<file path="config.mk">
export PLATFORM = sky130hd
export DESIGN_NAME = ccu_top
export DESIGN_NICKNAME = d
export VERILOG_FILES = /design/src/ccu_pkg.sv /design/src/ccu_step.sv /design/src/ccu_top.sv
export VERILOG_INCLUDE_DIRS = /design/src
export SDC_FILE = /design/constraint.sdc
export NUM_CORES = 1
export LEC_CHECK = 0
export BUFFER_PORTS_ARGS = -buffer_cell sky130_fd_sc_hd__clkbuf_2
export CORE_UTILIZATION = 50
export CTS_CLUSTER_DIAMETER = 100
export CTS_CLUSTER_SIZE = 14
export DETAILED_ROUTE_END_ITERATION = 7
export PLACE_DENSITY = 0.71
export SLEW_MARGIN = 10
export SYNTH_ARGS = -nofsm -noshare
export SYNTH_HDL_FRONTEND = slang
export SYNTH_SLANG_ARGS = --single-unit
</file>
<file path="constraint.sdc">
create_clock -name sys_clk_i -period 5.52 [get_ports sys_clk_i]
set_input_delay 1.104 -clock sys_clk_i [delete_from_list [all_inputs] [get_ports sys_clk_i]]
set_output_delay 1.104 -clock sys_clk_i [all_outputs]
set_load 0.02 [all_outputs]
</file>
<file path="src/ccu_defines.svh">
// Register map, field positions, reset values and timing counts of the checksum unit.
// Assumes inclusion by the package and the design modules.
`ifndef CCU_DEFINES_SVH
`define CCU_DEFINES_SVH

`define CCU_OFS_DATA     8'h00
`define CCU_OFS_SCRATCH  8'h04
`define CCU_OFS_CTRL     8'h08
`define CCU_POLY         32'h04C11DB7
`define CCU_DATA_RESET   32'hFFFFFFFF
`define CCU_SCR_RESET    8'h00
`define CCU_CTRL_PRESET  0
`define CCU_CALC_CYCLES  3'h4
`define CCU_BITS_PER_CYC 8

`endif

</file>
<file path="src/ccu_pkg.sv">
// Types shared by the checksum unit modules.
// Assumes the defines header is available on the include path.
`include "ccu_defines.svh"

package ccu_pkg;

  typedef enum logic [1:0]
  {
    CCU_IDLE = 2'h0,
    CCU_BUSY = 2'h1
  } ccu_state_e;

  typedef logic [31:0] ccu_word_t;

endpackage

</file>
<file path="src/ccu_step.sv">
// One calculation step: folds eight input bits into the checksum, most significant first.
// Assumes the caller sequences four steps per word.
`timescale 1ns/10ps
`include "ccu_defines.svh"

module ccu_step
#(
  parameter int BITS = `CCU_BITS_PER_CYC
)
(
  input  wire logic [31:0]   crc_i,   // Current checksum
  input  wire logic [BITS-1:0] data_i, // Input bits, MSB first
  output logic      [31:0]   crc_o    // Updated checksum
);
  import ccu_pkg::*;

  logic [31:0] chain [0:BITS];

  assign chain[0] = crc_i;

  genvar g;
  generate
    for (g = 0; g < BITS; g++)
    begin : g_bit
      logic fb;
      assign fb = chain[g][31] ^ data_i[BITS-1-g];
      assign chain[g+1] = {chain[g][30:0], 1'b0} ^ ({32{fb}} & `CCU_POLY);
    end
  endgenerate

  assign crc_o = chain[BITS];

endmodule // ccu_step

</file>
<file path="src/ccu_top.sv">
// Checksum unit top: register port, input buffer and four-cycle calculation engine.
// Assumes a word-wide register port clocked by sys_clk_i; the master waits on nothing.
`timescale 1ns/10ps
`include "ccu_defines.svh"

module ccu_top
(
  input  wire logic          sys_clk_i,  // System clock, 40 MHz
  input  wire logic          rst_i,      // Synchronous reset, active high
  input  wire logic          sel_i,      // Register access select
  input  wire logic          write_i,    // 1 for write, 0 for read
  input  wire logic [7:0]    addr_i,     // Byte offset of register
  input  wire logic [31:0]   wdata_i,    // Write data
  output logic      [31:0]   rdata_o,    // Read data, registered
  output logic               busy_o      // Calculation in progress
);
  import ccu_pkg::*;

  // ----------------------------------------------------------------
  // Access decode
  // ----------------------------------------------------------------
  logic wr_data;
  logic wr_scr;
  logic wr_ctrl;
  logic rd_data;
  logic rd_scr;
  logic rd_ctrl;
  logic rd_none;

  always_comb
  begin
    wr_data = 1'b0;
    wr_scr  = 1'b0;
    wr_ctrl = 1'b0;
    if (sel_i && write_i && addr_i == `CCU_OFS_DATA)
    begin
      wr_data = 1'b1;
    end
    else if (sel_i && write_i && addr_i == `CCU_OFS_SCRATCH)
    begin
      wr_scr = 1'b1;
    end
    else if (sel_i && write_i && addr_i == `CCU_OFS_CTRL)
    begin
      wr_ctrl = 1'b1;
    end
  end

  // A read of an unmapped offset still answers, with zero.
  always_comb
  begin
    rd_data = 1'b0;
    rd_scr  = 1'b0;
    rd_ctrl = 1'b0;
    rd_none = 1'b0;
    if (sel_i && !write_i && addr_i == `CCU_OFS_DATA)
    begin
      rd_data = 1'b1;
    end
    else if (sel_i && !write_i && addr_i == `CCU_OFS_SCRATCH)
    begin
      rd_scr = 1'b1;
    end
    else if (sel_i && !write_i && addr_i == `CCU_OFS_CTRL)
    begin
      rd_ctrl = 1'b1;
    end
    else if (sel_i && !write_i)
    begin
      rd_none = 1'b1;
    end
  end

  // ----------------------------------------------------------------
  // Input buffer
  // ----------------------------------------------------------------
  // A write is always taken; one word waits here while a calculation runs.
  ccu_word_t  buf_r;
  logic       buf_full_r;
  ccu_state_e state_r;
  logic [2:0] cnt_r;
  ccu_word_t  shift_r;
  ccu_word_t  crc_r;
  ccu_word_t  step_out;
  logic       start;
  logic       preset;
  logic       preset_r;
  logic       last_step;
  logic       crc_en;
  logic [7:0] step_in;

  assign preset = wr_ctrl && wdata_i[`CCU_CTRL_PRESET];
  assign start  = buf_full_r && (state_r == CCU_IDLE);

  // A preset drops a buffered word, so a write just before it never counts.
  always_ff @(posedge sys_clk_i)
  begin
    if (rst_i || preset)
    begin
      buf_full_r <= 1'b0;
    end
    else if (wr_data)
    begin
      buf_full_r <= 1'b1;
    end
    else if (start)
    begin
      buf_full_r <= 1'b0;
    end
  end

  always_ff @(posedge sys_clk_i)
  begin
    if (rst_i || preset)
    begin
      buf_r <= '0;
    end
    else if (wr_data)
    begin
      buf_r <= wdata_i;
    end
  end

  // ----------------------------------------------------------------
  // Calculation engine
  // ----------------------------------------------------------------
  // The first step runs on the edge that takes the word from the buffer and
  // the other three run from the shift register, so all four steps of a word
  // written on one edge are folded in by the fourth edge after it. A second
  // word waits in the buffer until the engine has gone idle.
  assign last_step = (state_r == CCU_BUSY) && (cnt_r == 3'h1);
  assign step_in   = (state_r == CCU_BUSY) ? shift_r[31:24] : buf_r[31:24];
  assign crc_en    = start || (state_r == CCU_BUSY);

  always_ff @(posedge sys_clk_i)
  begin
    if (rst_i || preset)
    begin
      state_r <= CCU_IDLE;
    end
    else
    begin
      case (state_r)
        CCU_IDLE:
        begin
          if (start)
          begin
            state_r <= CCU_BUSY;
          end
        end
        CCU_BUSY:
        begin
          if (last_step)
          begin
            state_r <= CCU_IDLE;
          end
        end
        default:
        begin
          state_r <= CCU_IDLE;
        end
      endcase
    end
  end

  // The counter holds the steps still to run after the one on the start edge.
  always_ff @(posedge sys_clk_i)
  begin
    if (rst_i || preset)
    begin
      cnt_r <= 3'h0;
    end
    else if (start)
    begin
      cnt_r <= `CCU_CALC_CYCLES - 3'h1;
    end
    else if (state_r == CCU_BUSY)
    begin
      cnt_r <= cnt_r - 3'h1;
    end
  end

  // The first byte goes straight from the buffer, so the shift starts one byte on.
  always_ff @(posedge sys_clk_i)
  begin
    if (rst_i || preset)
    begin
      shift_r <= '0;
    end
    else if (start)
    begin
      shift_r <= {buf_r[23:0], 8'h00};
    end
    else if (state_r == CCU_BUSY)
    begin
      shift_r <= {shift_r[23:0], 8'h00};
    end
  end

  ccu_step
  #(
    .BITS (`CCU_BITS_PER_CYC)
  )
  u_step
  (
    .crc_i  (crc_r),
    .data_i (step_in),
    .crc_o  (step_out)
  );

  always_ff @(posedge sys_clk_i)
  begin
    if (rst_i)
    begin
      crc_r <= `CCU_DATA_RESET;
    end
    else if (preset)
    begin
      crc_r <= `CCU_DATA_RESET;
    end
    else if (crc_en)
    begin
      // Preset outranks a step in flight, so a word being folded is dropped.
      crc_r <= step_out;
    end
  end

  // Control bit reads back set for the one clock after the preset write, then clears.
  always_ff @(posedge sys_clk_i)
  begin
    if (rst_i)
    begin
      preset_r <= 1'b0;
    end
    else
    begin
      preset_r <= preset;
    end
  end

  // ----------------------------------------------------------------
  // Scratch register
  // ----------------------------------------------------------------
  // The byte ignores the preset; only reset and its own writes change it.
  logic [7:0] scr_r;

  always_ff @(posedge sys_clk_i)
  begin
    if (rst_i)
    begin
      scr_r <= `CCU_SCR_RESET;
    end
    else if (wr_scr)
    begin
      scr_r <= wdata_i[7:0];
    end
  end

  // ----------------------------------------------------------------
  // Read data
  // ----------------------------------------------------------------
  // Reads load the output register; between reads it holds its last answer.
  ccu_word_t rdata_nxt;

  always_comb
  begin
    rdata_nxt = rdata_o;
    if (rd_data)
    begin
      rdata_nxt = crc_r;
    end
    else if (rd_scr)
    begin
      rdata_nxt = {24'h000000, scr_r};
    end
    else if (rd_ctrl)
    begin
      rdata_nxt = {31'h0, preset_r};
    end
    else if (rd_none)
    begin
      rdata_nxt = '0;
    end
  end

  always_ff @(posedge sys_clk_i)
  begin
    if (rst_i)
    begin
      rdata_o <= '0;
    end
    else
    begin
      rdata_o <= rdata_nxt;
    end
  end

  // ----------------------------------------------------------------
  // Status
  // ----------------------------------------------------------------
  // Busy covers a word waiting in the buffer as well as one being folded in.
  assign busy_o = (state_r == CCU_BUSY) || buf_full_r;

endmodule // ccu_top

</file>
==> impl_metrics.toml, run 1 <==
[timing]
period_share_pct = 57.88
hold_viol = 0
drv_slew = 0
timing.final.ws_setup_ns = 2.325
slew_headroom_pct = 24.00
fin_crit_ns = 3.195
rsz0062_at_grt = "no"
tns_ns = 0
setup_violations = 0
fmax_mhz = 313.0
worstMarginPinSlew_ns = 1.131
fin_skew_ns = 0.003980

[finish]
mostFrequentLayoutCells = "dfxtp_1 (134), nor2_1 (112), nand2_1 (76), clkbuf_2 (76), a21oi_1 (60)"
drive_above_1_share_pct = 20.08
n_fill_cell = 945
diodes = 0
fin_nets = 740
synthToLayoutAreaGrowth_pct = 18.12
layout_commonest_cell = "dfxtp_1"

[grt]
grt_pass1_vias = 4384
grt_use_total_pct = 23.30
grt_max_degree = 63
overflow = 0
antenna_found_initial = 0
grt_pass1_wl_mm = 21.22

[yosys]
synth_top_cell_area_share_pct = 46.24
yosysSeqAreaShare_pct = 46.24
synth_compound_area_share_pct = 12.94
synthCells = 637
syn_nets = 683
muxShareOfSynthArea_pct = 8.928
yosysUniqueCellTypes = 36
synth-simple-area-share_pct = 13.93
synth_top_family_by_area = "XOR/XNOR gates"
synth.cell_area_um2 = 5802
syn_avg_cell_area_um2 = 9.108
yosys.area_share.adder_pct = 0.4313
synthTopCellsByArea = "dfxtp_1 (46%), nor2_1 (7.3%), mux2i_1 (6.6%)"
post-synth-top-area-cell = "dfxtp_1"
synth-seq-cells = 134
synth.yosys.warnings = 0
yosys.area_share.xor_xnor_pct = 14.15

[floorplanning]
die_width_um = 109.7
initial_core_util_pct = 52.37
core.rowCount = 38
ios = 77
die_area_um2 = 12040
coreArea_um2 = 11080
die_y_um = 109.7

[routing]
via_count = 4433
avgRoutedWirePerCell_um = 15.03
dr.pass1.iters = 5
postRouteAntennaNets = 0
wirelength_mm = 12.73
drt_iter0_drc = 226
drcViolationCount = 0
viasPerCell = 5.234

[critical_path]
path_max_fanout = 47
crit_type = "reg2out"
reg2reg_from = "state_r[0]"
cp-startpoint = "state_r[0]"
start_kind = "flip-flop"
rrSetupSlack_ns = 2.69
ff2ff_path_depth = 7
endpoint_kind = "primary output"
critPathArrivalTime_ns = 2.09
timing.rr.end = "crc_r[2]"
required_ns = 4.42
critPathCapture = "busy_o"

[power]
pwr-share-comb_pct = 2.6
p_switching_w = 0.0004371
power_density_nw_per_um2 = 311.7
power_switching_share_pct = 20.46
leakagePower_nw = 2.643
p_int_w = 0.001699
vdd_drop_max_uv = 330.1
seq_power_share_pct = 45.4
clock_power_share_pct = 52.1

[clock_network]
cts_buffers = 17
clock_path_buffers = 2
cts_resized = 0
postCtsSetupBuffers = 0
cts_tree = "yes"
clk_pin_slew_worst_paths_ns = 0.05
clock_latency_ns = 0.42
h-tree-depth = 4
cts.sinks = 134
hold_buffers = 0
cts-root-buf = "clkbuf_16"

[place]
port_buffers = 76
dp_hpwl_mm = 8.454
place_ws_ns = 1.988
gp_congestion = 0.7834

[outcome]
status = "finished clean"

[hold_path]
min_path_type = "reg2reg"

[job]
cap_violations = 0
per-stage QoR:
stage                     util [%]  instance area, um2  hold WS, ns  power [W]  instances
after floorplan                  -                5802       0.4357   0.001020        637
after global placement       56.37                6245       0.4442   0.001041        814
after detailed placement     56.37                6245       0.4467   0.001043        814
after CTS                    61.68                6833       0.4544   0.002151        846
after global routing         61.86                6853       0.4786   0.002209        847
final                        61.86                6853       0.4521   0.002136        847
logic make-up (layout without fill, tap and decap cells):
| kind of cell | count (synthesis) | in the layout |
|---|---|---|
| multiplexers | 48 | 48 |
| XOR/XNOR | 73 | 73 |
| flip-flops | 134 | 134 |
| adder cells (fa/ha/maj) | 2 | 2 |
| AND/OR/NAND/NOR | 204 | 204 |
| AO/OA/AOI/OAI | 126 | 126 |
| buffers and inverters | 50 | 120 |
cell usage after synthesis, drive strengths merged:
library cell and n:
dfxtp 134, nor2 113, nand2 76, a21oi 60
xnor2 47, mux2i 41, clkbuf 38, a22oi 32
xor2 24, o21ai 20, o211ai 9, buf 7
mux2 7, inv 5, nand2b 5, nor4 4
nor3 3, a31oi 2, ha 2, or4 2
xnor3 2, a211oi 1, a221oi 1, a311oi 1
nor2b 1
worst min path at each step:
| stage | startpoint | endpoint | depth (start not counted) |
|---|---|---|---|
| after floorplan | buf_r[24] | buf_r[24] | 2 |
| after global placement | buf_r[11] | buf_r[11] | 2 |
| after detailed placement | buf_r[24] | buf_r[24] | 2 |
| after CTS | buf_r[24] | buf_r[24] | 2 |
| after global routing | buf_r[23] | buf_r[23] | 2 |
| final | buf_r[24] | buf_r[24] | 2 |
metal layers:
layer | track usage, % | vias to the layer above | wire, um
li1 | - | 2249 | -
met1 | 28.47 | 2068 | 5781
met2 | 38.54 | 101 | 6129
met3 | 6.520 | 15 | 574
met4 | 9.619 | 0 | 240
met5 | 0 | - | 0
critical path: stages (launching register included):
cell      delay [ns]
dfxtp_1         0.31
buf_4           0.46
nor2_2          0.09
inv_1           0.51
clkbuf_2        0.29
power groups by stage:
stage / clock network (W) / logic (W) / registers, W
floorplan: 0 / 0.0000303 / 0.000990
global placement: 0 / 0.0000514 / 0.000990
detailed placement: 0 / 0.0000529 / 0.000990
CTS: 0.00113 / 0.0000534 / 0.000969
global route: 0.00118 / 0.0000604 / 0.000969
finish: 0.00111 / 0.0000550 / 0.000969
registers in the layout, summed over array words and instances (netlist names):
register,cells
buf_full_r,1
buf_r,32
cnt_r,3
crc_r,32
preset_r,1
rdata_o,32
scr_r,8
shift_r,24
state_r,1
final cells by class:
type | instances | area (um2) | share of cell area [%]
clock buffers | 24 | 491.7 | 7.175
multi-input cells | 453 | 2943 | 42.94
flip-flops and latches | 134 | 2683 | 39.15
repair buffers | 83 | 445.4 | 6.500
well taps | 140 | 175.2 | 2.556
clock inverters | 8 | 96.34 | 1.406
inverters | 5 | 18.77 | 0.2739
(Power assumes the default switching activity.)
==> run 2, diff against run 1 <==
==> constraint.sdc (replaced) <==
create_clock -name sys_clk_i -period 3.25 [get_ports sys_clk_i]
set_input_delay 0.65 -clock sys_clk_i [delete_from_list [all_inputs] [get_ports sys_clk_i]]
set_output_delay 0.65 -clock sys_clk_i [all_outputs]
set_load 0.02 [all_outputs]
==> run 2 against run 1 <==
  * Clock power grew 76%
  * Die area is the same
  * Clock skew is 0.0026 ns higher
  * Count of clock-buffer cells in the layout stayed put
  * Sequential cell count unchanged
  * First-iteration DRC count up 2.7%
  * Core utilization is 0.54 points higher
  * Highest routed layer unchanged
==> impl_metrics.toml, run 2 (synthesis gave the netlist of run 1 again) <==
[clock_network]
clock_latency_ns = 0.42
cts_tree = "yes"
cts.sinks = 134
cts_buffers = 17
postCtsSetupBuffers = 0
cts-root-buf = "clkbuf_16"
h-tree-depth = 4
hold_buffers = 0
cts_resized = 0
clock_path_buffers = 2
clk_pin_slew_worst_paths_ns = 0.06

[finish]
mostFrequentLayoutCells = "dfxtp_1 (134), nor2_1 (112), nand2_1 (76), clkbuf_2 (76), a21oi_1 (60)"
drive_above_1_share_pct = 20.62
reg.largest.list = "buf_r x32, crc_r x32, rdata_o x32"
diodes = 0
layout_commonest_cell = "dfxtp_1"
synthToLayoutAreaGrowth_pct = 19.15
fin_nets = 746

[critical_path]
reg2reg_from = "state_r[0]"
crit_top_cell = "xnor2_2"
rrSetupSlack_ns = 0.70
cpMaxStageDelayCell = "xnor3_1"
crit_type = "reg2reg"
start_kind = "flip-flop"
timing.rr.end = "crc_r[5]"
slowest_delay_ns = 0.60
path_cells = "buf_4 -> mux2i_1 -> xnor2_2 -> xnor3_1 -> xnor2_2 -> xnor2_1 -> o21ai_1"
ff2ff_path_depth = 7
endpoint_kind = "flip-flop"
critPathArrivalTime_ns = 2.84
path_max_fanout = 23
required_ns = 3.54

[place]
port_buffers = 76
dp_hpwl_mm = 8.829
place_ws_ns = 0.5633
gp_congestion = 0.8203

[routing]
wirelength_mm = 12.65
postRouteAntennaNets = 0
viasPerCell = 5.219
via_count = 4452
dr.pass1.iters = 4
avgRoutedWirePerCell_um = 14.83
drt_iter0_drc = 232
drcViolationCount = 0

[power]
p_switching_w = 0.0007398
leakagePower_nw = 2.678
vdd_drop_max_uv = 392.6
p_int_w = 0.002945
power_switching_share_pct = 20.08
power_density_nw_per_um2 = 533.1
pwr-share-comb_pct = 2.5
clock_power_share_pct = 52.8
seq_power_share_pct = 44.7

[grt]
grt_use_total_pct = 23.07
overflow = 0
antenna_found_initial = 0
grt_pass1_wl_mm = 20.89
grt_pass1_vias = 4328
grt_max_degree = 54

[timing]
worstMarginPinSlew_ns = 0.9655
rsz0062_at_grt = "no"
slew_headroom_pct = 35.34
tns_ns = 0
drv_slew = 0
period_share_pct = 78.36
fin_skew_ns = 0.006613
hold_viol = 0
timing.final.ws_setup_ns = 0.7032
fmax_mhz = 392.6
fin_crit_ns = 2.547
setup_violations = 0

[floorplanning]
initial_core_util_pct = 52.37
core.rowCount = 38
coreArea_um2 = 11080
die_y_um = 109.7
die_area_um2 = 12040
die_width_um = 109.7
ios = 77

[hold_path]
hp-start = "wdata_i[29]"
hold_end = "buf_r[29]"
min_path_type = "in2reg"
hold_depth = 3

[outcome]
status = "finished clean"

[job]
cap_violations = 0
-- run 2: cell types whose count changed in the layout (fill, tap and decap cells not counted) --
| cell | change |
|---|---|
| buf_4 | +6 |
| clkbuf_1 | +1 |
| clkinv_2 | -1 |
| bufinv_16 | +1 |
| clkbuf_8 | -1 |
-- run 2: final cells by class --
cell class,count,area (um2)
clock buffers,24,481.7
fillers,947,4165
multi-input cells,453,2943
well taps,140,175.2
clock inverters,8,121.4
repair buffers,89,490.5
flip-flops and latches,134,2683
inverters,5,18.77
-- run 2: worst max path at each step --
stage	from	to	slack, ns	cells past startpoint
detailed placement	addr_i[7]	shift_r[9]	0.56	7
global placement	addr_i[7]	shift_r[13]	0.62	7
global route	state_r[0]	crc_r[15]	0.49	7
CTS	state_r[0]	crc_r[15]	0.70	7
floorplan	addr_i[7]	shift_r[22]	0.87	7
finish	state_r[0]	crc_r[5]	0.70	7
-- run 2: metrics by stage --
step / std cells / utilization [%] / total power [W] / hold slack [ns] / area, um2
floorplan: 637 / - / 0.001733 / 0.4357 / 5802
global placement: 821 / 56.96 / 0.001772 / 0.4500 / 6310
detailed placement: 821 / 56.96 / 0.001775 / 0.4522 / 6310
CTS: 853 / 62.40 / 0.003719 / 0.4366 / 6913
global route: 853 / 62.40 / 0.003797 / 0.4553 / 6913
finish: 853 / 62.40 / 0.003685 / 0.4476 / 6913
-- run 2: power groups by stage --
stage / Clock [W] / Combinational [W] / Sequential (W)
floorplan: 0 / 0.0000515 / 0.00168
global placement: 0 / 0.0000911 / 0.00168
detailed placement: 0 / 0.0000933 / 0.00168
CTS: 0.00198 / 0.0000940 / 0.00165
global route: 0.00205 / 0.000102 / 0.00165
finish: 0.00195 / 0.0000937 / 0.00165
-- run 2: critical path: cells and delay by family (launching register included) --
family | cells | cell delay [ns]
xor gates and xnor gates | 4 | 1.52
buffers and inverters | 1 | 0.29
DFF | 1 | 0.33
muxes | 1 | 0.20
AOI/OAI and AO/OA | 1 | 0.08
-- run 2: per-layer routing --
| layer | vias to the layer above | part of all wire (%) | wire length (um) | track usage (%) |
|---|---|---|---|---|
| met5 | - | 0 | 0 | 0 |
| met4 | 0 | 1.5 | 186 | 9.619 |
| met3 | 15 | 3.5 | 438 | 5.691 |
| met2 | 85 | 49 | 6186 | 38.99 |
| met1 | 2089 | 46 | 5836 | 27.94 |
| li1 | 2263 | - | - | - |
==> run 3, diff against run 2 <==
--- a/config.mk
+++ b/config.mk
@@ -6,12 +6,13 @@
 export SDC_FILE = /design/constraint.sdc
 export NUM_CORES = 1
 export LEC_CHECK = 0
+export ABC_AREA = 1
 export BUFFER_PORTS_ARGS = -buffer_cell sky130_fd_sc_hd__clkbuf_2
 export CORE_UTILIZATION = 50
 export CTS_CLUSTER_DIAMETER = 100
 export CTS_CLUSTER_SIZE = 14
 export DETAILED_ROUTE_END_ITERATION = 7
-export PLACE_DENSITY = 0.71
+export PLACE_DENSITY = 0.73
 export SLEW_MARGIN = 10
 export SYNTH_ARGS = -nofsm -noshare
 export SYNTH_HDL_FRONTEND = slang
==> constraint.sdc (replaced) <==
create_clock -name sys_clk_i -period 2.15 [get_ports sys_clk_i]
set_input_delay 0.43 -clock sys_clk_i [delete_from_list [all_inputs] [get_ports sys_clk_i]]
set_output_delay 0.43 -clock sys_clk_i [all_outputs]
set_load 0.02 [all_outputs]
==> run 3 against run 2 <==
  * Cell area rose by 8.5%
  * Maximum frequency up 30%
  * Worst hold slack got worse by 0.22 ns
  * Sequential share of layout area decreased by 3.0 points
  * Sequential cell count is the same
  * Critical endpoint is now crc_r[15]
  * Via count is 31% higher
  * Register-to-register slack lost 0.52 ns
==> impl_metrics.toml, run 3 <==
[place]
port_buffers = 76
dp_hpwl_mm = 11.04
gp_congestion = 0.9214

[yosys]
yosys.area_share.xor_xnor_pct = 5.690
muxShareOfSynthArea_pct = 0
syn_avg_cell_area_um2 = 7.271
synthTopCellsByArea = "dfxtp_1 (43%), nand2_1 (17%), a21oi_1 (8.7%)"
synth-simple-area-share_pct = 28.35
yosys.area_share.adder_pct = 0.3993
synth.cell_area_um2 = 6267
synthCells = 862
syn_nets = 908
synth-seq-cells = 134
yosysSeqAreaShare_pct = 42.80
synth_common_cells = "nand2_1 (288), dfxtp_1 (134), a21oi_1 (109)"
synth_top_family_by_area = "simple AND/OR/NAND/NOR gates"
synth-edff-count = 0
synth.yosys.warnings = 0
post-synth-top-area-cell = "dfxtp_1"
ys_async_sr_fraction_pct = 0
synth_top_cell_area_share_pct = 42.80
post-synth-top-count-cell = "nand2_1"
synth_ff_type = "dfxtp_1"
synth_compound_area_share_pct = 15.71
yosysUniqueCellTypes = 37

[critical_path]
start_kind = "flip-flop"
rrSetupSlack_ns = 0.19
cp_num_buf_inv = 1
crit_family = "simple AND/OR/NAND/NOR gates"
critPathArrivalTime_ns = 2.27
path_max_fanout = 8
crit_top_cell = "nand2_1"
path_cells = "buf_4 -> nand2_1 -> o21ai_1 -> nand2_1 -> nand2_2 -> nand2_1 -> nand2_2 -> xor2_2 -> nand2_1 -> nand2_1 -> o21ai_1"
crit_type = "reg2reg"
cpMaxStageDelayCell = "dfxtp_1"
endpoint_kind = "flip-flop"
slowest_delay_ns = 0.48
required_ns = 2.46

[job]
cap_violations = 0

[floorplanning]
die_width_um = 114.0
die_y_um = 114.0
core.rowCount = 40
ios = 77
coreArea_um2 = 12110
initial_core_util_pct = 51.75
die_area_um2 = 12990

[timing]
fmax_mhz = 509.4
period_share_pct = 91.30
hold_viol = 0
fin_skew_ns = 0.005734
tns_ns = 0
slew_headroom_pct = 68.96
fin_crit_ns = 1.963
fin_hold_ws_ns = 0.2256
rsz0062_at_grt = "no"
drv_slew = 0
setup_violations = 0
worstMarginPinSlew_ns = 0.4650

[routing]
drt_iter0_drc = 526
avgRoutedWirePerCell_um = 14.09
via_count = 5846
drcViolationCount = 0
wirelength_mm = 15.72
dr.pass1.iters = 7
postRouteAntennaNets = 0
viasPerCell = 5.238

[power]
seq_power_share_pct = 43.0
leakagePower_nw = 3.052
pwr-share-comb_pct = 3.0
p_switching_w = 0.001274
p_int_w = 0.004539
clock_power_share_pct = 54.0
power_density_nw_per_um2 = 775.0
power_switching_share_pct = 21.91
vdd_drop_max_uv = 625.8

[clock_network]
clock_path_buffers = 2
cts-root-buf = "clkbuf_16"
postCtsSetupBuffers = 0
cts_buffers = 17
cts_tree = "yes"
cts_resized = 0
hold_buffers = 0
clk_pin_slew_worst_paths_ns = 0.06
h-tree-depth = 4
clock_latency_ns = 0.43
cts.sinks = 134

[finish]
synthToLayoutAreaGrowth_pct = 19.66
mostFrequentLayoutCells = "nand2_1 (287), dfxtp_1 (134), a21oi_1 (109)"
diodes = 0
drive_above_1_share_pct = 18.88
fin_nets = 981
reg.largest.list = "buf_r x32, crc_r x32, rdata_o x32"
layout_commonest_cell = "nand2_1"

[grt]
grt_pass1_wl_mm = 25.88
grt_use_total_pct = 25.58
grt_pass1_vias = 5379
antenna_found_initial = 0
overflow = 0
grt_max_degree = 42

[outcome]
status = "finished clean"

[hold_path]
min_path_type = "in2reg"
-- run 3: cell types whose count changed after synthesis, moves of 17 or more --
| cell | before | now |
|---|---|---|
| inv_1 | 5 | 51 |
| nand3_1 | 0 | 59 |
| nor2_1 | 113 | 30 |
| a22oi_1 | 32 | 0 |
| mux2i_1 | 38 | 0 |
| a21oi_1 | 60 | 109 |
| xnor2_1 | 39 | 4 |
| nand2_1 | 76 | 288 |
| nand2_2 | 0 | 17 |
-- run 3: final cells by class --
type | instances | area, um2
Fill cell | 1140 | 4612
Multi-Input combinational cell | 624 | 3156
Sequential cell | 134 | 2683
Timing Repair Buffer | 99 | 590.6
Clock buffer | 18 | 439.2
Inverter | 59 | 224.0
Tap cell | 168 | 210.2
Clock inverter | 14 | 197.7
-- run 3: path summary, 6_finish.rpt --
kind,endpoint,from,cells after the start
hold / removal,buf_r[13],wdata_i[13],3
setup / recovery,crc_r[15],state_r[0],11
setup reg to reg,crc_r[15],state_r[0],11
hold reg to reg,scr_r[4],scr_r[4],2
-- run 3: per-layer routing --
metal,track usage (%),wire length [um],up-vias
met2,40.44,7291,197
met3,5.260,934,27
li1,-,-,2959
met1,33.78,7143,2663
met5,0,0,-
met4,11.26,352,0
-- run 3: logic make-up (layout without fill, tap and decap cells) --
kind of cell,after synthesis,count (layout)
xor gates and xnor gates,30,30
DFF,134,134
and+or+nand+nor,412,412
buffers and inverters,104,190
AOI/OAI and AO/OA,180,180
adders and majority gates,2,2
-- run 3: power groups by stage --
stage	Sequential, W	Clock [W]	Combinational [W]
2_1_floorplan	0.00256	0	0.0000859
3_3_place_gp	0.00255	0	0.000175
3_5_place_dp	0.00255	0	0.000175
4_1_cts	0.00250	0.00316	0.000176
5_1_grt	0.00250	0.00327	0.000193
6_report	0.00250	0.00314	0.000177
-- run 3: tightest hold or removal path: stages --
cell	delay, ns
clkbuf_2	0.08
nand2_1	0.05
a21oi_1	0.05
-- run 3: through the flow --
step	setup slack, ns	cells	power [W]	util [%]	area, um2
floorplan	0.4088	862	0.002645	-	6267
global placement	0.2171	1084	0.002726	56.66	6863
detailed placement	0.2181	1084	0.002726	56.66	6863
CTS	0.2006	1116	0.005829	61.92	7500
global route	0.02399	1116	0.005962	61.92	7500
finish	0.1871	1116	0.005812	61.92	7500
